## src/core/mdsm_pkg.sv

```systemverilog
// Package of constants, types and register map for the main loop state machine
//------------------------------------------------------------------------------
// Notes on behaviour
// - With build-out on or frequency limit under 30 ppm, limit switch phase slope.
// - Six states: free-run, locked, holdover, prelocked, prelocked 2, loss-of-lock.
// - Software may force any state through the first mode control register.
// - Every state change sets a latched bit; enabled, it raises an interrupt request.
// - Current state is readable in the operating state register.
// - Reset leaves the machine in free-run on the local oscillator.
// - Free-run goes to prelocked as soon as any input with nonzero priority is valid.
// - Prelocked waits the programmable timeout; two seconds of lock gives locked.
// - Prelocked timeout flags lock alarm, invalidates input, retries or falls to free-run.
// - Revertive: better input valid during prelocked restarts prelocked on it.
// - Locked is entered after two seconds of lock from the three acquiring states.
// - With pin enable set, the sync pin is high while locked.
// - Locked: activity loss invalidates; prelocked 2 at once or holdover after 2 s.
// - Loss of phase lock while locked moves at once to loss-of-lock.
// - Loss-of-lock retries for the timeout; two seconds of lock returns to locked.
// - Loss-of-lock: activity loss, after 2 s invalid, prelocked 2 or holdover.
// - Loss-of-lock timeout flags lock alarm, invalidates, prelocked 2 or holdover.
// - Prelocked 2 waits the timeout; two seconds of lock gives locked.
// - Prelocked 2 timeout flags alarm, invalidates, retries or goes to holdover.
// - Revertive: better input valid during prelocked 2 restarts prelocked 2 on it.
// - Valid means no activity alarm and no lock alarm; lock checked on selected only.
// - Phase lock is declared after one to two seconds of unbroken loop lock.
// - Holdover goes at once to prelocked 2 when any input with nonzero priority is valid.
//------------------------------------------------------------------------------
package mdsm_pkg;

  // Timing
  localparam int unsigned CLK_PERIOD_NS = 50;
  localparam int unsigned SECOND_NS = 1000000000;
  localparam int unsigned SEC_CYCLES = SECOND_NS / CLK_PERIOD_NS;
  localparam int unsigned QUAL_SECS = 2;
  localparam int unsigned DECLARE_SECS = 2;
  localparam logic [15:0] TIMEOUT_RST = 16'h0064;
  localparam logic [7:0] SLEW_PPM_LIMIT = 8'h1E;
  localparam logic [7:0] FREQ_LIMIT_RST = 8'h09;

  // Register offsets
  localparam logic [7:0] OFS_MODE_FIRST = 8'h00;
  localparam logic [7:0] OFS_MODE_THIRD = 8'h04;
  localparam logic [7:0] OFS_MODE_TENTH = 8'h08;
  localparam logic [7:0] OFS_FREQ_LIMIT = 8'h0C;
  localparam logic [7:0] OFS_TIMEOUT = 8'h10;
  localparam logic [7:0] OFS_OPERATING_STATE_REG = 8'h14;
  localparam logic [7:0] OFS_LATCHED = 8'h18;
  localparam logic [7:0] OFS_ALARMS = 8'h1C;
  localparam logic [7:0] OFS_VALID = 8'h20;
  localparam logic [7:0] OFS_IRQ_EN = 8'h24;
  localparam logic [7:0] OFS_PRIO = 8'h28;
  localparam logic [7:0] OFS_SELREF = 8'h2C;

  // Field positions
  localparam int unsigned FORCE_EN_BIT = 3;
  localparam int unsigned SYNC_PIN_BIT = 4;
  localparam int unsigned PRIO_W = 4;

  // State codes as seen by software
  localparam logic [2:0] CODE_FREE = 3'h1;
  localparam logic [2:0] CODE_HOLD = 3'h2;
  localparam logic [2:0] CODE_LOCK = 3'h4;
  localparam logic [2:0] CODE_PRE2 = 3'h5;
  localparam logic [2:0] CODE_PRE = 3'h6;
  localparam logic [2:0] CODE_LOL = 3'h7;

  typedef enum logic [5:0] {
    ST_FREE = 6'h01,
    ST_PRE = 6'h02,
    ST_PRE2 = 6'h04,
    ST_LOCK = 6'h08,
    ST_LOL = 6'h10,
    ST_HOLD = 6'h20
  } mdsm_state_t;

  // Software configuration bundle
  typedef struct packed {
    logic force_en;
    logic [2:0] force_code;
    logic sync_pin_enable;
    logic return_to_best_enable;
    logic phase_buildout_enable;
    logic [7:0] freq_limit_setting;
    logic [15:0] timeout_secs;
    logic irq_en;
  } mdsm_cfg_t;

endpackage : mdsm_pkg

```

## src/core/mdsm_main_loop.sv

```systemverilog
// Control state machine of the main digital loop with its register port
//
// The implementer's own choices: the strobed register port and the placing of the registers.
`timescale 1ns/1ps
module mdsm_main_loop #(
  parameter int unsigned NUM_IN = 4,
  parameter int unsigned SEC_CYCLES = mdsm_pkg::SEC_CYCLES
) (
  // Clock and reset
  input wire logic clk_sys,
  input wire logic arst_n,
  // Register port
  input wire logic [7:0] reg_addr,
  input wire logic [31:0] reg_wdata,
  input wire logic reg_wr,
  input wire logic reg_rd,
  output logic [31:0] reg_rdata,
  // Monitors
  input wire logic [NUM_IN-1:0] act_alarm_in,
  input wire logic loop_phase_lock,
  // Status outputs
  output logic sync_pin,
  output logic irq_req,
  output logic slew_limit_on,
  output logic [NUM_IN-1:0] ref_select,
  output logic [2:0] state_code
);

  localparam int unsigned SELW = (NUM_IN > 1) ? $clog2(NUM_IN) : 1;
  localparam int unsigned TICKW = $clog2(SEC_CYCLES + 1);

  //----------------------------------------------------------------------------
  // Declarations
  //----------------------------------------------------------------------------
  mdsm_pkg::mdsm_cfg_t cfg;
  mdsm_pkg::mdsm_state_t state;
  mdsm_pkg::mdsm_state_t next_state;
  logic [NUM_IN*mdsm_pkg::PRIO_W-1:0] prio;
  logic [NUM_IN-1:0] lock_alarm;
  logic [NUM_IN-1:0] act_latched;
  logic [NUM_IN-1:0] valid;
  logic [SELW-1:0] sel;
  logic [SELW-1:0] next_sel;
  logic [SELW-1:0] best;
  logic best_found;
  logic restart;
  logic set_alarm;
  logic state_chg;
  logic state_latched;
  logic [TICKW-1:0] tick_cnt;
  logic sec_tick;
  logic [15:0] state_secs;
  logic [1:0] lock_secs;
  logic [1:0] inv_secs;
  logic [1:0] decl_secs;
  logic lock_declared;
  logic sel_valid;
  logic other_valid;
  logic timed_out;
  logic qualified;
  logic inv_long;
  logic wr_hit_latched;
  logic wr_hit_alarms;

  //----------------------------------------------------------------------------
  // Helpers
  //----------------------------------------------------------------------------
  // Highest priority valid input: lowest nonzero number, ties to lower index
  function automatic logic [SELW:0] pick_best(
    input logic [NUM_IN-1:0] v,
    input logic [NUM_IN*mdsm_pkg::PRIO_W-1:0] p
  );
    logic [mdsm_pkg::PRIO_W-1:0] bp;
    logic [mdsm_pkg::PRIO_W-1:0] cp;
    logic found;
    logic [SELW-1:0] idx;
    bp = '0;
    cp = '0;
    found = 1'b0;
    idx = '0;
    for (int i = 0; i < NUM_IN; i++) begin
      cp = p[i*mdsm_pkg::PRIO_W +: mdsm_pkg::PRIO_W];
      if (v[i] && (cp != '0) && (!found || cp < bp)) begin
        found = 1'b1;
        bp = cp;
        idx = SELW'(i);
      end
    end
    return {found, idx};
  endfunction : pick_best

  // Software view of a state
  function automatic logic [2:0] code_of(input mdsm_pkg::mdsm_state_t s);
    case (s)
      mdsm_pkg::ST_FREE: code_of = mdsm_pkg::CODE_FREE;
      mdsm_pkg::ST_PRE: code_of = mdsm_pkg::CODE_PRE;
      mdsm_pkg::ST_PRE2: code_of = mdsm_pkg::CODE_PRE2;
      mdsm_pkg::ST_LOCK: code_of = mdsm_pkg::CODE_LOCK;
      mdsm_pkg::ST_LOL: code_of = mdsm_pkg::CODE_LOL;
      mdsm_pkg::ST_HOLD: code_of = mdsm_pkg::CODE_HOLD;
      default: code_of = mdsm_pkg::CODE_FREE;
    endcase
  endfunction : code_of

  // Decoding of a forced code; unknown codes fall to free-run
  function automatic mdsm_pkg::mdsm_state_t state_of(input logic [2:0] c);
    case (c)
      mdsm_pkg::CODE_PRE: state_of = mdsm_pkg::ST_PRE;
      mdsm_pkg::CODE_PRE2: state_of = mdsm_pkg::ST_PRE2;
      mdsm_pkg::CODE_LOCK: state_of = mdsm_pkg::ST_LOCK;
      mdsm_pkg::CODE_LOL: state_of = mdsm_pkg::ST_LOL;
      mdsm_pkg::CODE_HOLD: state_of = mdsm_pkg::ST_HOLD;
      default: state_of = mdsm_pkg::ST_FREE;
    endcase
  endfunction : state_of

  //----------------------------------------------------------------------------
  // Validity and selection
  //----------------------------------------------------------------------------
  // Lock alarm only ever lands on the selected input
  assign valid = ~act_alarm_in & ~lock_alarm;
  assign {best_found, best} = pick_best(valid, prio);
  assign sel_valid = valid[sel];
  assign other_valid = best_found && (best != sel);
  assign timed_out = sec_tick && (state_secs + 16'h0001 >= cfg.timeout_secs);
  assign qualified = lock_declared && (lock_secs >= 2'(mdsm_pkg::QUAL_SECS));
  assign inv_long = inv_secs >= 2'(mdsm_pkg::QUAL_SECS);
  assign wr_hit_latched = reg_wr && (reg_addr == mdsm_pkg::OFS_LATCHED);
  assign wr_hit_alarms = reg_wr && (reg_addr == mdsm_pkg::OFS_ALARMS);

  //----------------------------------------------------------------------------
  // Second prescaler
  //----------------------------------------------------------------------------
  // One pulse per second from the system clock
  always_ff @(posedge clk_sys or negedge arst_n) begin
    if (!arst_n) begin
      tick_cnt <= '0;
      sec_tick <= 1'b0;
    end else if (tick_cnt == TICKW'(SEC_CYCLES - 1)) begin
      tick_cnt <= '0;
      sec_tick <= 1'b1;
    end else begin
      tick_cnt <= tick_cnt + 1'b1;
      sec_tick <= 1'b0;
    end
  end

  // Lock declared only after two tick edges of unbroken loop lock, 1 to 2 s
  always_ff @(posedge clk_sys or negedge arst_n) begin
    if (!arst_n) begin
      decl_secs <= '0;
    end else if (!loop_phase_lock) begin
      decl_secs <= '0;
    end else if (sec_tick && !lock_declared) begin
      decl_secs <= decl_secs + 1'b1;
    end
  end
  assign lock_declared = decl_secs >= 2'(mdsm_pkg::DECLARE_SECS);

  //----------------------------------------------------------------------------
  // Transition logic
  //----------------------------------------------------------------------------
  // Next state, selection, restart of timers and lock alarm request
  always_comb begin
    next_state = state;
    next_sel = sel;
    restart = 1'b0;
    set_alarm = 1'b0;
    case (state)
      mdsm_pkg::ST_FREE: begin
        if (best_found) begin
          next_state = mdsm_pkg::ST_PRE;
          next_sel = best;
          restart = 1'b1;
        end
      end
      mdsm_pkg::ST_PRE, mdsm_pkg::ST_PRE2: begin
        if (qualified) begin
          next_state = mdsm_pkg::ST_LOCK;
        end else if (cfg.return_to_best_enable && other_valid && sel_valid) begin
          next_sel = best;
          restart = 1'b1;
        end else if (sel_valid && timed_out) begin
          set_alarm = 1'b1;
          restart = 1'b1;
        end else if (!sel_valid && best_found) begin
          next_sel = best;
          restart = 1'b1;
        end else if (!sel_valid && inv_long) begin
          next_state = (state == mdsm_pkg::ST_PRE) ? mdsm_pkg::ST_FREE
                                                   : mdsm_pkg::ST_HOLD;
        end
      end
      mdsm_pkg::ST_LOCK: begin
        if (!sel_valid && best_found) begin
          next_state = mdsm_pkg::ST_PRE2;
          next_sel = best;
          restart = 1'b1;
        end else if (!sel_valid && inv_long) begin
          next_state = mdsm_pkg::ST_HOLD;
        end else if (sel_valid && !lock_declared) begin
          next_state = mdsm_pkg::ST_LOL;
          restart = 1'b1;
        end
      end
      mdsm_pkg::ST_LOL: begin
        if (sel_valid && qualified) begin
          next_state = mdsm_pkg::ST_LOCK;
        end else if (sel_valid && timed_out) begin
          set_alarm = 1'b1;
        end else if (!sel_valid && best_found && (lock_alarm[sel] || inv_long)) begin
          next_state = mdsm_pkg::ST_PRE2;
          next_sel = best;
          restart = 1'b1;
        end else if (!sel_valid && inv_long) begin
          next_state = mdsm_pkg::ST_HOLD;
        end
      end
      mdsm_pkg::ST_HOLD: begin
        if (best_found) begin
          next_state = mdsm_pkg::ST_PRE2;
          next_sel = best;
          restart = 1'b1;
        end
      end
      default: begin
        next_state = mdsm_pkg::ST_FREE;
      end
    endcase
    // A forced state overrides the automatic choice
    if (cfg.force_en) begin
      next_state = state_of(cfg.force_code);
    end
  end

  // State and selected input
  always_ff @(posedge clk_sys or negedge arst_n) begin
    if (!arst_n) begin
      state <= mdsm_pkg::ST_FREE;
      sel <= '0;
      state_chg <= 1'b0;
    end else begin
      state <= next_state;
      sel <= next_sel;
      state_chg <= next_state != state;
    end
  end

  // Timeout seconds, restarted on every state entry or retry
  always_ff @(posedge clk_sys or negedge arst_n) begin
    if (!arst_n) begin
      state_secs <= '0;
    end else if (restart || next_state != state) begin
      state_secs <= '0;
    end else if (sec_tick && state_secs != '1) begin
      state_secs <= state_secs + 16'h0001;
    end
  end

  // Seconds of declared lock; a drop of lock starts it again
  always_ff @(posedge clk_sys or negedge arst_n) begin
    if (!arst_n) begin
      lock_secs <= '0;
    end else if (restart || !lock_declared) begin
      lock_secs <= '0;
    end else if (sec_tick && lock_secs != '1) begin
      lock_secs <= lock_secs + 1'b1;
    end
  end

  // Seconds the selected input has been invalid
  always_ff @(posedge clk_sys or negedge arst_n) begin
    if (!arst_n) begin
      inv_secs <= '0;
    end else if (sel_valid || next_sel != sel) begin
      inv_secs <= '0;
    end else if (sec_tick && inv_secs != '1) begin
      inv_secs <= inv_secs + 1'b1;
    end
  end

  //----------------------------------------------------------------------------
  // Alarms
  //----------------------------------------------------------------------------
  // Sticky alarms; a hardware set beats a software clear in the same cycle
  always_ff @(posedge clk_sys or negedge arst_n) begin
    if (!arst_n) begin
      lock_alarm <= '0;
      act_latched <= '0;
    end else begin
      for (int i = 0; i < NUM_IN; i++) begin
        if (set_alarm && sel == SELW'(i)) begin
          lock_alarm[i] <= 1'b1;
        end else if (wr_hit_alarms && reg_wdata[i]) begin
          lock_alarm[i] <= 1'b0;
        end
        if (act_alarm_in[i]) begin
          act_latched[i] <= 1'b1;
        end else if (wr_hit_alarms && reg_wdata[NUM_IN+i]) begin
          act_latched[i] <= 1'b0;
        end
      end
    end
  end

  // Latched state-change bit, cleared by writing one
  always_ff @(posedge clk_sys or negedge arst_n) begin
    if (!arst_n) begin
      state_latched <= 1'b0;
    end else if (state_chg) begin
      state_latched <= 1'b1;
    end else if (wr_hit_latched && reg_wdata[0]) begin
      state_latched <= 1'b0;
    end
  end

  //----------------------------------------------------------------------------
  // Configuration registers
  //----------------------------------------------------------------------------
  always_ff @(posedge clk_sys or negedge arst_n) begin
    if (!arst_n) begin
      cfg <= '0;
      cfg.freq_limit_setting <= mdsm_pkg::FREQ_LIMIT_RST;
      cfg.timeout_secs <= mdsm_pkg::TIMEOUT_RST;
      prio <= '0;
    end else if (reg_wr) begin
      case (reg_addr)
        mdsm_pkg::OFS_MODE_FIRST: begin
          cfg.force_en <= reg_wdata[mdsm_pkg::FORCE_EN_BIT];
          cfg.force_code <= reg_wdata[2:0];
          cfg.sync_pin_enable <= reg_wdata[mdsm_pkg::SYNC_PIN_BIT];
        end
        mdsm_pkg::OFS_MODE_THIRD: cfg.return_to_best_enable <= reg_wdata[0];
        mdsm_pkg::OFS_MODE_TENTH: cfg.phase_buildout_enable <= reg_wdata[0];
        mdsm_pkg::OFS_FREQ_LIMIT: cfg.freq_limit_setting <= reg_wdata[7:0];
        mdsm_pkg::OFS_TIMEOUT: cfg.timeout_secs <= reg_wdata[15:0];
        mdsm_pkg::OFS_IRQ_EN: cfg.irq_en <= reg_wdata[0];
        mdsm_pkg::OFS_PRIO: prio <= reg_wdata[NUM_IN*mdsm_pkg::PRIO_W-1:0];
        default: ;
      endcase
    end
  end

  //----------------------------------------------------------------------------
  // Read port
  //----------------------------------------------------------------------------
  // Data stand one cycle after the strobe, else zero
  always_ff @(posedge clk_sys or negedge arst_n) begin
    if (!arst_n) begin
      reg_rdata <= '0;
    end else if (!reg_rd) begin
      reg_rdata <= '0;
    end else begin
      reg_rdata <= '0;
      case (reg_addr)
        mdsm_pkg::OFS_MODE_FIRST: begin
          reg_rdata[2:0] <= cfg.force_code;
          reg_rdata[mdsm_pkg::FORCE_EN_BIT] <= cfg.force_en;
          reg_rdata[mdsm_pkg::SYNC_PIN_BIT] <= cfg.sync_pin_enable;
        end
        mdsm_pkg::OFS_MODE_THIRD: reg_rdata[0] <= cfg.return_to_best_enable;
        mdsm_pkg::OFS_MODE_TENTH: reg_rdata[0] <= cfg.phase_buildout_enable;
        mdsm_pkg::OFS_FREQ_LIMIT: reg_rdata[7:0] <= cfg.freq_limit_setting;
        mdsm_pkg::OFS_TIMEOUT: reg_rdata[15:0] <= cfg.timeout_secs;
        mdsm_pkg::OFS_OPERATING_STATE_REG: reg_rdata[2:0] <= code_of(state);
        mdsm_pkg::OFS_LATCHED: reg_rdata[0] <= state_latched;
        mdsm_pkg::OFS_ALARMS: reg_rdata[2*NUM_IN-1:0] <= {act_latched, lock_alarm};
        mdsm_pkg::OFS_VALID: reg_rdata[NUM_IN-1:0] <= valid;
        mdsm_pkg::OFS_IRQ_EN: reg_rdata[0] <= cfg.irq_en;
        mdsm_pkg::OFS_PRIO: reg_rdata[NUM_IN*mdsm_pkg::PRIO_W-1:0] <= prio;
        mdsm_pkg::OFS_SELREF: reg_rdata[SELW-1:0] <= sel;
        default: reg_rdata <= '0;
      endcase
    end
  end

  //----------------------------------------------------------------------------
  // Output flops
  //----------------------------------------------------------------------------
  // All outputs registered; state outputs one cycle behind the state, irq_req two cycles
  always_ff @(posedge clk_sys or negedge arst_n) begin
    if (!arst_n) begin
      sync_pin <= 1'b0;
      irq_req <= 1'b0;
      slew_limit_on <= 1'b0;
      ref_select <= '0;
      state_code <= mdsm_pkg::CODE_FREE;
    end else begin
      sync_pin <= cfg.sync_pin_enable && state == mdsm_pkg::ST_LOCK;
      irq_req <= cfg.irq_en && state_latched;
      // Slope limiter in the loop is engaged by this level
      slew_limit_on <= cfg.phase_buildout_enable ||
                       (cfg.freq_limit_setting < mdsm_pkg::SLEW_PPM_LIMIT);
      ref_select <= (state == mdsm_pkg::ST_FREE || state == mdsm_pkg::ST_HOLD)
                    ? '0 : NUM_IN'(1) << sel;
      state_code <= code_of(state);
    end
  end

endmodule : mdsm_main_loop

```

## config.mk

```make
export PLATFORM = sky130hd
export DESIGN_NAME = mdsm_main_loop
export DESIGN_NICKNAME = d
export VERILOG_FILES = /design/src/core/mdsm_pkg.sv /design/src/core/mdsm_main_loop.sv
export SDC_FILE = /design/constraint.sdc
export NUM_CORES = 1
export LEC_CHECK = 0
export ABC_AREA = 1
export BUFFER_PORTS_ARGS = -buffer_cell sky130_fd_sc_hd__buf_2
export CAP_MARGIN = 40
export CORE_ASPECT_RATIO = 1.25
export CORE_MARGIN = 2
export CORE_UTILIZATION = 25
export DETAILED_ROUTE_END_ITERATION = 7
export PLACE_DENSITY = 0.48
export SYNTH_ARGS = -nofsm -noshare
export SYNTH_HDL_FRONTEND = slang
export SYNTH_SLANG_ARGS = --single-unit
```

## constraint.sdc

```tcl
create_clock -name clk_sys -period 5.7 [get_ports clk_sys]
set_input_delay 0.57 -clock clk_sys [delete_from_list [all_inputs] [get_ports clk_sys]]
set_output_delay 0.57 -clock clk_sys [all_outputs]
set_load 0.02 [all_outputs]
```

==> flow_summary.yaml, run 1 <==
route:
  dr.pass1.iters: 5
  drc: 0
  wire_per_inst_um: 14.9
  drt-total-wl_um: 23200
  avgViaCountPerCell: 4.54
  via_count: 7058
  drt_iter0_markers: 396
  ant_nets: 0
setup_path:
  startpoint_type: "flip-flop"
  cp_common_cell: "nand2_1"
  cp-end-kind: "flip-flop"
  critPathKind: "reg -> reg"
  max_stage_delay_ps: 440
  path_delay_family: "simple AND/OR/NAND/NOR gates"
  arrival_ps: 5310
  required_ps: 6070
  path_max_fanout: 11
  crit_slowest_cell: "a21oi_1"
  crit_buf_inv: 2
cells_and_area:
  drive_gt1_share_pct: 15.0
  area_growth_pct: 16.8
  layout.nets: 1203
  diodes: 0
  finalInstanceArea_mm2: 0.00965
  seqCellArea_mm2: 0.00351
  post-route-util_pct: 29.6
  final_common_cell: "nand2_1"
  multi_input_area_mm2: 0.00390
  final_cell_mix: "nand2_1, inv_1, dfrtp_1"
  num-fill-cells: 3545
global_routing:
  antenna_found_initial: 0
  grt_pass1_wl_um: 37800
  grt_pass1_vias: 6981
  track_usage_pct: 13.7
  grt_max_degree: 51
  overflow: 0
worst_hold_path:
  hold_path.class: "in -> async"
yosys:
  ys.flop_type: "dfrtp_1"
  synthesis.area_mm2: 0.00826
  synth_top_cell_area_share_pct: 40.3
  ys_async_sr_fraction_pct: 100
  synth_edf_count: 0
  synth_cells: 1050
  yosys.area.top_type: "dfrtp_1"
  ys_seq_elements: 140
  synth-warning-count: 0
  synth_cell_type_count: 61
  ys_seq_area_share_pct: 42.5
  syn_area_per_cell_um2: 7.86
  synth_area_leaders: "dfrtp_1, nand2_1, inv_1"
timing:
  maxSlewHeadroom_pct: 49.3
  fin_crit_ps: 4940
  hold_viol: 0
  final_max_slew_viol_count: 0
  setup_viol: 0
  whs_ps: 66.2
  fin_setup_tns_ps: 0
  fmax_ghz: 0.202
  setup_ws_ps: 760
  min_period_over_period_pct: 86.7
  rsz0062_at_grt: "false"
  worstMarginPinSlew_ps: 751
  finClkSkew_ps: 15.8
floorplan:
  rows: 74
  die_w_um: 167
  dieArea_mm2: 0.0345
  initial_utilization_pct: 25.3
  die_h_um: 207
  core_region_area_mm2: 0.0326
  io_pins: 91
clocking:
  post_cts_resized: 0
  cts_tree: "built"
  cts_setup_buffers: 0
  postCtsHoldBufs: 0
  clkTransAtPathRegs_ps: 70
  cts-root-buf: "clkbuf_16"
  clock_path_buffers: 2
  cts_sinks: 140
  h-tree-depth: 4
  worstSkewPairLatency_ps: 430
  numCtsBuffers: 17
placement:
  dpl_cell_area_mm2: 0.00903
  port_buffers: 58
  place.gp.congestion: 0.881
  dp_slack_ps: 364
  hpwl_um: 17700
power_and_ir_drop:
  leakagePower_nw: 4.58
  cellPowerDensity_mw_per_mm2: 307
  max-vdd-ir-drop_mv: 0.157
flow_run:
  max-cap-violations: 0
run_status:
  outcome: "finished clean"
logic make-up after synthesis:
logic type | count (synthesis) | share of synthesized area [%]
buffers and inverters | 216 | 11.0
adder cells (fa/ha/maj) | 32 | 4.85
XOR/XNOR | 22 | 2.42
other | 1 | 0.0454
AND/OR/NAND/NOR | 438 | 24.6
AO/OA/AOI/OAI | 201 | 14.5
flip-flops | 140 | 42.5
power by group:
| group | internal (mW) | switching, mW |
|---|---|---|
| clock network | 0.574 | 0.494 |
| registers | 1.05 | 0.0530 |
| logic | 0.257 | 0.537 |
| total | 1.88 | 1.08 |
cells in the mapped netlist, drive strengths merged, types with 2 or more instances:
library cell    n
a31oi           8
a21boi          2
nand4           8
nand2         224
dfstp           7
nor4           11
nor2          104
o21bai          5
a22oi           3
o41ai           4
a21oi          44
o22ai           2
nor3           28
o21ai         107
a211oi          2
a221oi          7
nand3b          2
or2             5
nand3          51
a2111oi         2
o32ai           3
inv           180
xor2           21
ha             32
clkbuf         17
dfrtp         133
o31ai           2
nor3b           4
buf            18
o211ai          5
routing by layer:
metal / wire (um) / share of wire [%] / vias up / track usage (%)
met5: 0 / 0 / - / 0
met4: 441 / 1.9 / 0 / 4.25
met3: 980 / 4.2 / 25 / 2.71
met2: 11200 / 48 / 149 / 23.2
met1: 10500 / 45 / 3358 / 17.7
li1: - / - / 3526 / -
registers in the layout, summed over array words and instances, names as in the netlist, 2 cells and up:
name and count:
cfg 32, tick_cnt 25, prio 16, reg_rdata 16
state_secs 16, state 6, act_latched 4, lock_alarm 4
ref_select 4, state_code 3, decl_secs 2, inv_secs 2
lock_secs 2, sel 2
layout make-up:
| cell class | count | area share, % |
|---|---|---|
| Clock inverter | 14 | 1.31 |
| Multi-Input combinational cell | 709 | 40.4 |
| Inverter | 181 | 7.15 |
| Timing Repair Buffer | 73 | 4.81 |
| Sequential cell | 140 | 36.4 |
| Clock buffer | 18 | 4.45 |
| Tap cell | 418 | 5.42 |
stage by stage:
step                      std cells  total power, mW
final                          1553             2.96
after global routing           1553             3.12
after CTS                      1547             2.93
after detailed placement       1515             1.84
after global placement         1509             1.83
after floorplan                1065             1.64
path summary, 6_finish.rpt:
check	depth (start not counted)	start	slack, ps	to
worst min-delay path	1	arst_n	70	ref_select[0]
worst max register to register	35	lock_alarm[0]	760	lock_alarm[0]
worst max-delay path	35	lock_alarm[0]	760	lock_alarm[0]
worst min register to register	1	state_chg	460	state_latched
min in group clk_sys	3	act_alarm_in[0]	360	act_latched[0]
max in group asynchronous	2	arst_n	4590	tick_cnt[1]
(Power assumes the default switching activity.)
==> run 2, diff against run 1 <==
--- a/config.mk
+++ b/config.mk
@@ -8,11 +8,13 @@
 export ABC_AREA = 1
 export BUFFER_PORTS_ARGS = -buffer_cell sky130_fd_sc_hd__buf_2
 export CAP_MARGIN = 40
+export CELL_PAD_IN_SITES_DETAIL_PLACEMENT = 0
+export CELL_PAD_IN_SITES_GLOBAL_PLACEMENT = 1
 export CORE_ASPECT_RATIO = 1.25
 export CORE_MARGIN = 2
 export CORE_UTILIZATION = 25
 export DETAILED_ROUTE_END_ITERATION = 7
-export PLACE_DENSITY = 0.48
+export PLACE_DENSITY = 0.56
 export SYNTH_ARGS = -nofsm -noshare
 export SYNTH_HDL_FRONTEND = slang
 export SYNTH_SLANG_ARGS = --single-unit
==> flow_summary.yaml, run 2 (synthesized netlist as in run 1, its figures left out) <==
route:
  avgViaCountPerCell: 4.52
  wire_per_inst_um: 15.2
  drc: 0
  via_count: 6990
  drt-total-wl_um: 23500
  drt_iter0_markers: 369
  ant_nets: 0
  dr.pass1.iters: 5
placement:
  place.gp.congestion: 0.823
  port_buffers: 58
  dp_slack_ps: 474
  hpwl_um: 18100
cells_and_area:
  layout.nets: 1198
  drive_gt1_share_pct: 14.6
  largest_reg_flops: 32
  diodes: 0
  seqCellArea_mm2: 0.00351
  final_common_cell: "nand2_1"
  final_cell_mix: "nand2_1, inv_1, dfrtp_1"
  post-route-util_pct: 29.5
  num-fill-cells: 3606
  reg_top3: "cfg (32), tick_cnt (25)"
  regMostFlops: "cfg"
  multi_input_area_mm2: 0.00390
  area_growth_pct: 16.4
power_and_ir_drop:
  leakagePower_nw: 4.58
  power_switching_mw: 1.09
  clockPowerShare_pct: 37.5
  max-vdd-ir-drop_mv: 0.149
  p_total_mw: 2.94
  sw_frac_of_total_pct: 37.1
  cellPowerDensity_mw_per_mm2: 306
  p_comb_share_pct: 25.0
  p_int_mw: 1.85
  p_seq_share_pct: 37.5
global_routing:
  overflow: 0
  track_usage_pct: 14.1
  grt_pass1_wl_um: 38200
  antenna_found_initial: 1
  grt_max_degree: 61
  grt_pass1_vias: 6923
clocking:
  worstSkewPairLatency_ps: 430
  numCtsBuffers: 17
  cts_setup_buffers: 0
  post_cts_resized: 0
  cts-root-buf: "clkbuf_16"
  clkTransAtPathRegs_ps: 70
  clock_path_buffers: 2
  h-tree-depth: 4
  postCtsHoldBufs: 0
  cts_sinks: 140
  cts_tree: "built"
timing:
  min_period_over_period_pct: 88.0
  maxSlewHeadroom_pct: 41.8
  whs_ps: 46.5
  fmax_ghz: 0.199
  finClkSkew_ps: 15.4
  setup_ws_ps: 686
  rsz0062_at_grt: "false"
  final_max_slew_viol_count: 0
  fin_setup_tns_ps: 0
  fin_crit_ps: 5010
  hold_viol: 0
  setup_viol: 0
  worstMarginPinSlew_ps: 865
setup_path:
  critPathKind: "reg -> reg"
  required_ps: 6060
  path_max_fanout: 11
  cp-end-kind: "flip-flop"
  arrival_ps: 5380
  r2r-start: "lock_alarm[0]"
  crit_path_start: "lock_alarm[0]"
  crit_slowest_cell: "dfrtp_1"
  startpoint_type: "flip-flop"
  cp_common_cell: "nand2_1"
  max_stage_delay_ps: 420
floorplan:
  dieArea_mm2: 0.0345
  die_w_um: 167
  initial_utilization_pct: 25.3
  core_region_area_mm2: 0.0326
  die_h_um: 207
  io_pins: 91
  rows: 74
flow_run:
  max-cap-violations: 0
run_status:
  outcome: "finished clean"
worst_hold_path:
  hold_path.class: "in -> async"
-- run 2: layer usage --
layer / share of wire (%) / global-route usage [%]
met1: 46 / 18.3
met2: 49 / 23.8
met3: 3.5 / 2.79
met4: 1.7 / 3.92
met5: 0 / 0
-- run 2: critical path, delay by kind of cell, from the launching register on --
family | cells | cell delay, ps
flip-flops | 1 | 420
buffers and inverters | 3 | 420
adder cells (fa/ha/maj) | 3 | 890
AND/OR/NAND/NOR | 22 | 2060
AO/OA/AOI/OAI | 6 | 1160
-- run 2: final timing paths --
check	to	slack, ps	depth (start not counted)
setup / recovery	state_secs[6]	690	34
hold / removal	ref_select[0]	50	1
setup reg to reg	state_secs[6]	690	34
hold reg to reg	state_latched	450	1
max in group asynchronous	tick_cnt[3]	4690	2
min in group clk_sys	act_latched[0]	360	3
-- run 2: power by group through the flow --
stage          Combinational, mW  Clock, mW  Sequential, mW
6_report                   0.735       1.10            1.10
5_1_grt                    0.825       1.18            1.11
3_3_place_gp               0.742          0            1.12
3_5_place_dp               0.744          0            1.12
2_1_floorplan              0.524          0            1.12
4_1_cts                    0.745       1.14            1.10
-- run 2: area by class of cell --
cell class | count | area share (%)
Tap cell | 418 | 5.44
Timing Repair Buffer | 68 | 4.36
Inverter | 181 | 7.17
Multi-Input combinational cell | 709 | 40.5
Clock inverter | 15 | 1.54
Sequential cell | 140 | 36.5
Clock buffer | 17 | 4.43
-- run 2: stage by stage --
stage	cells	instance area [um2]
floorplan	1065	8310
global placement	1512	8970
detailed placement	1516	9040
CTS	1548	9610
global route	1548	9610
finish	1548	9610
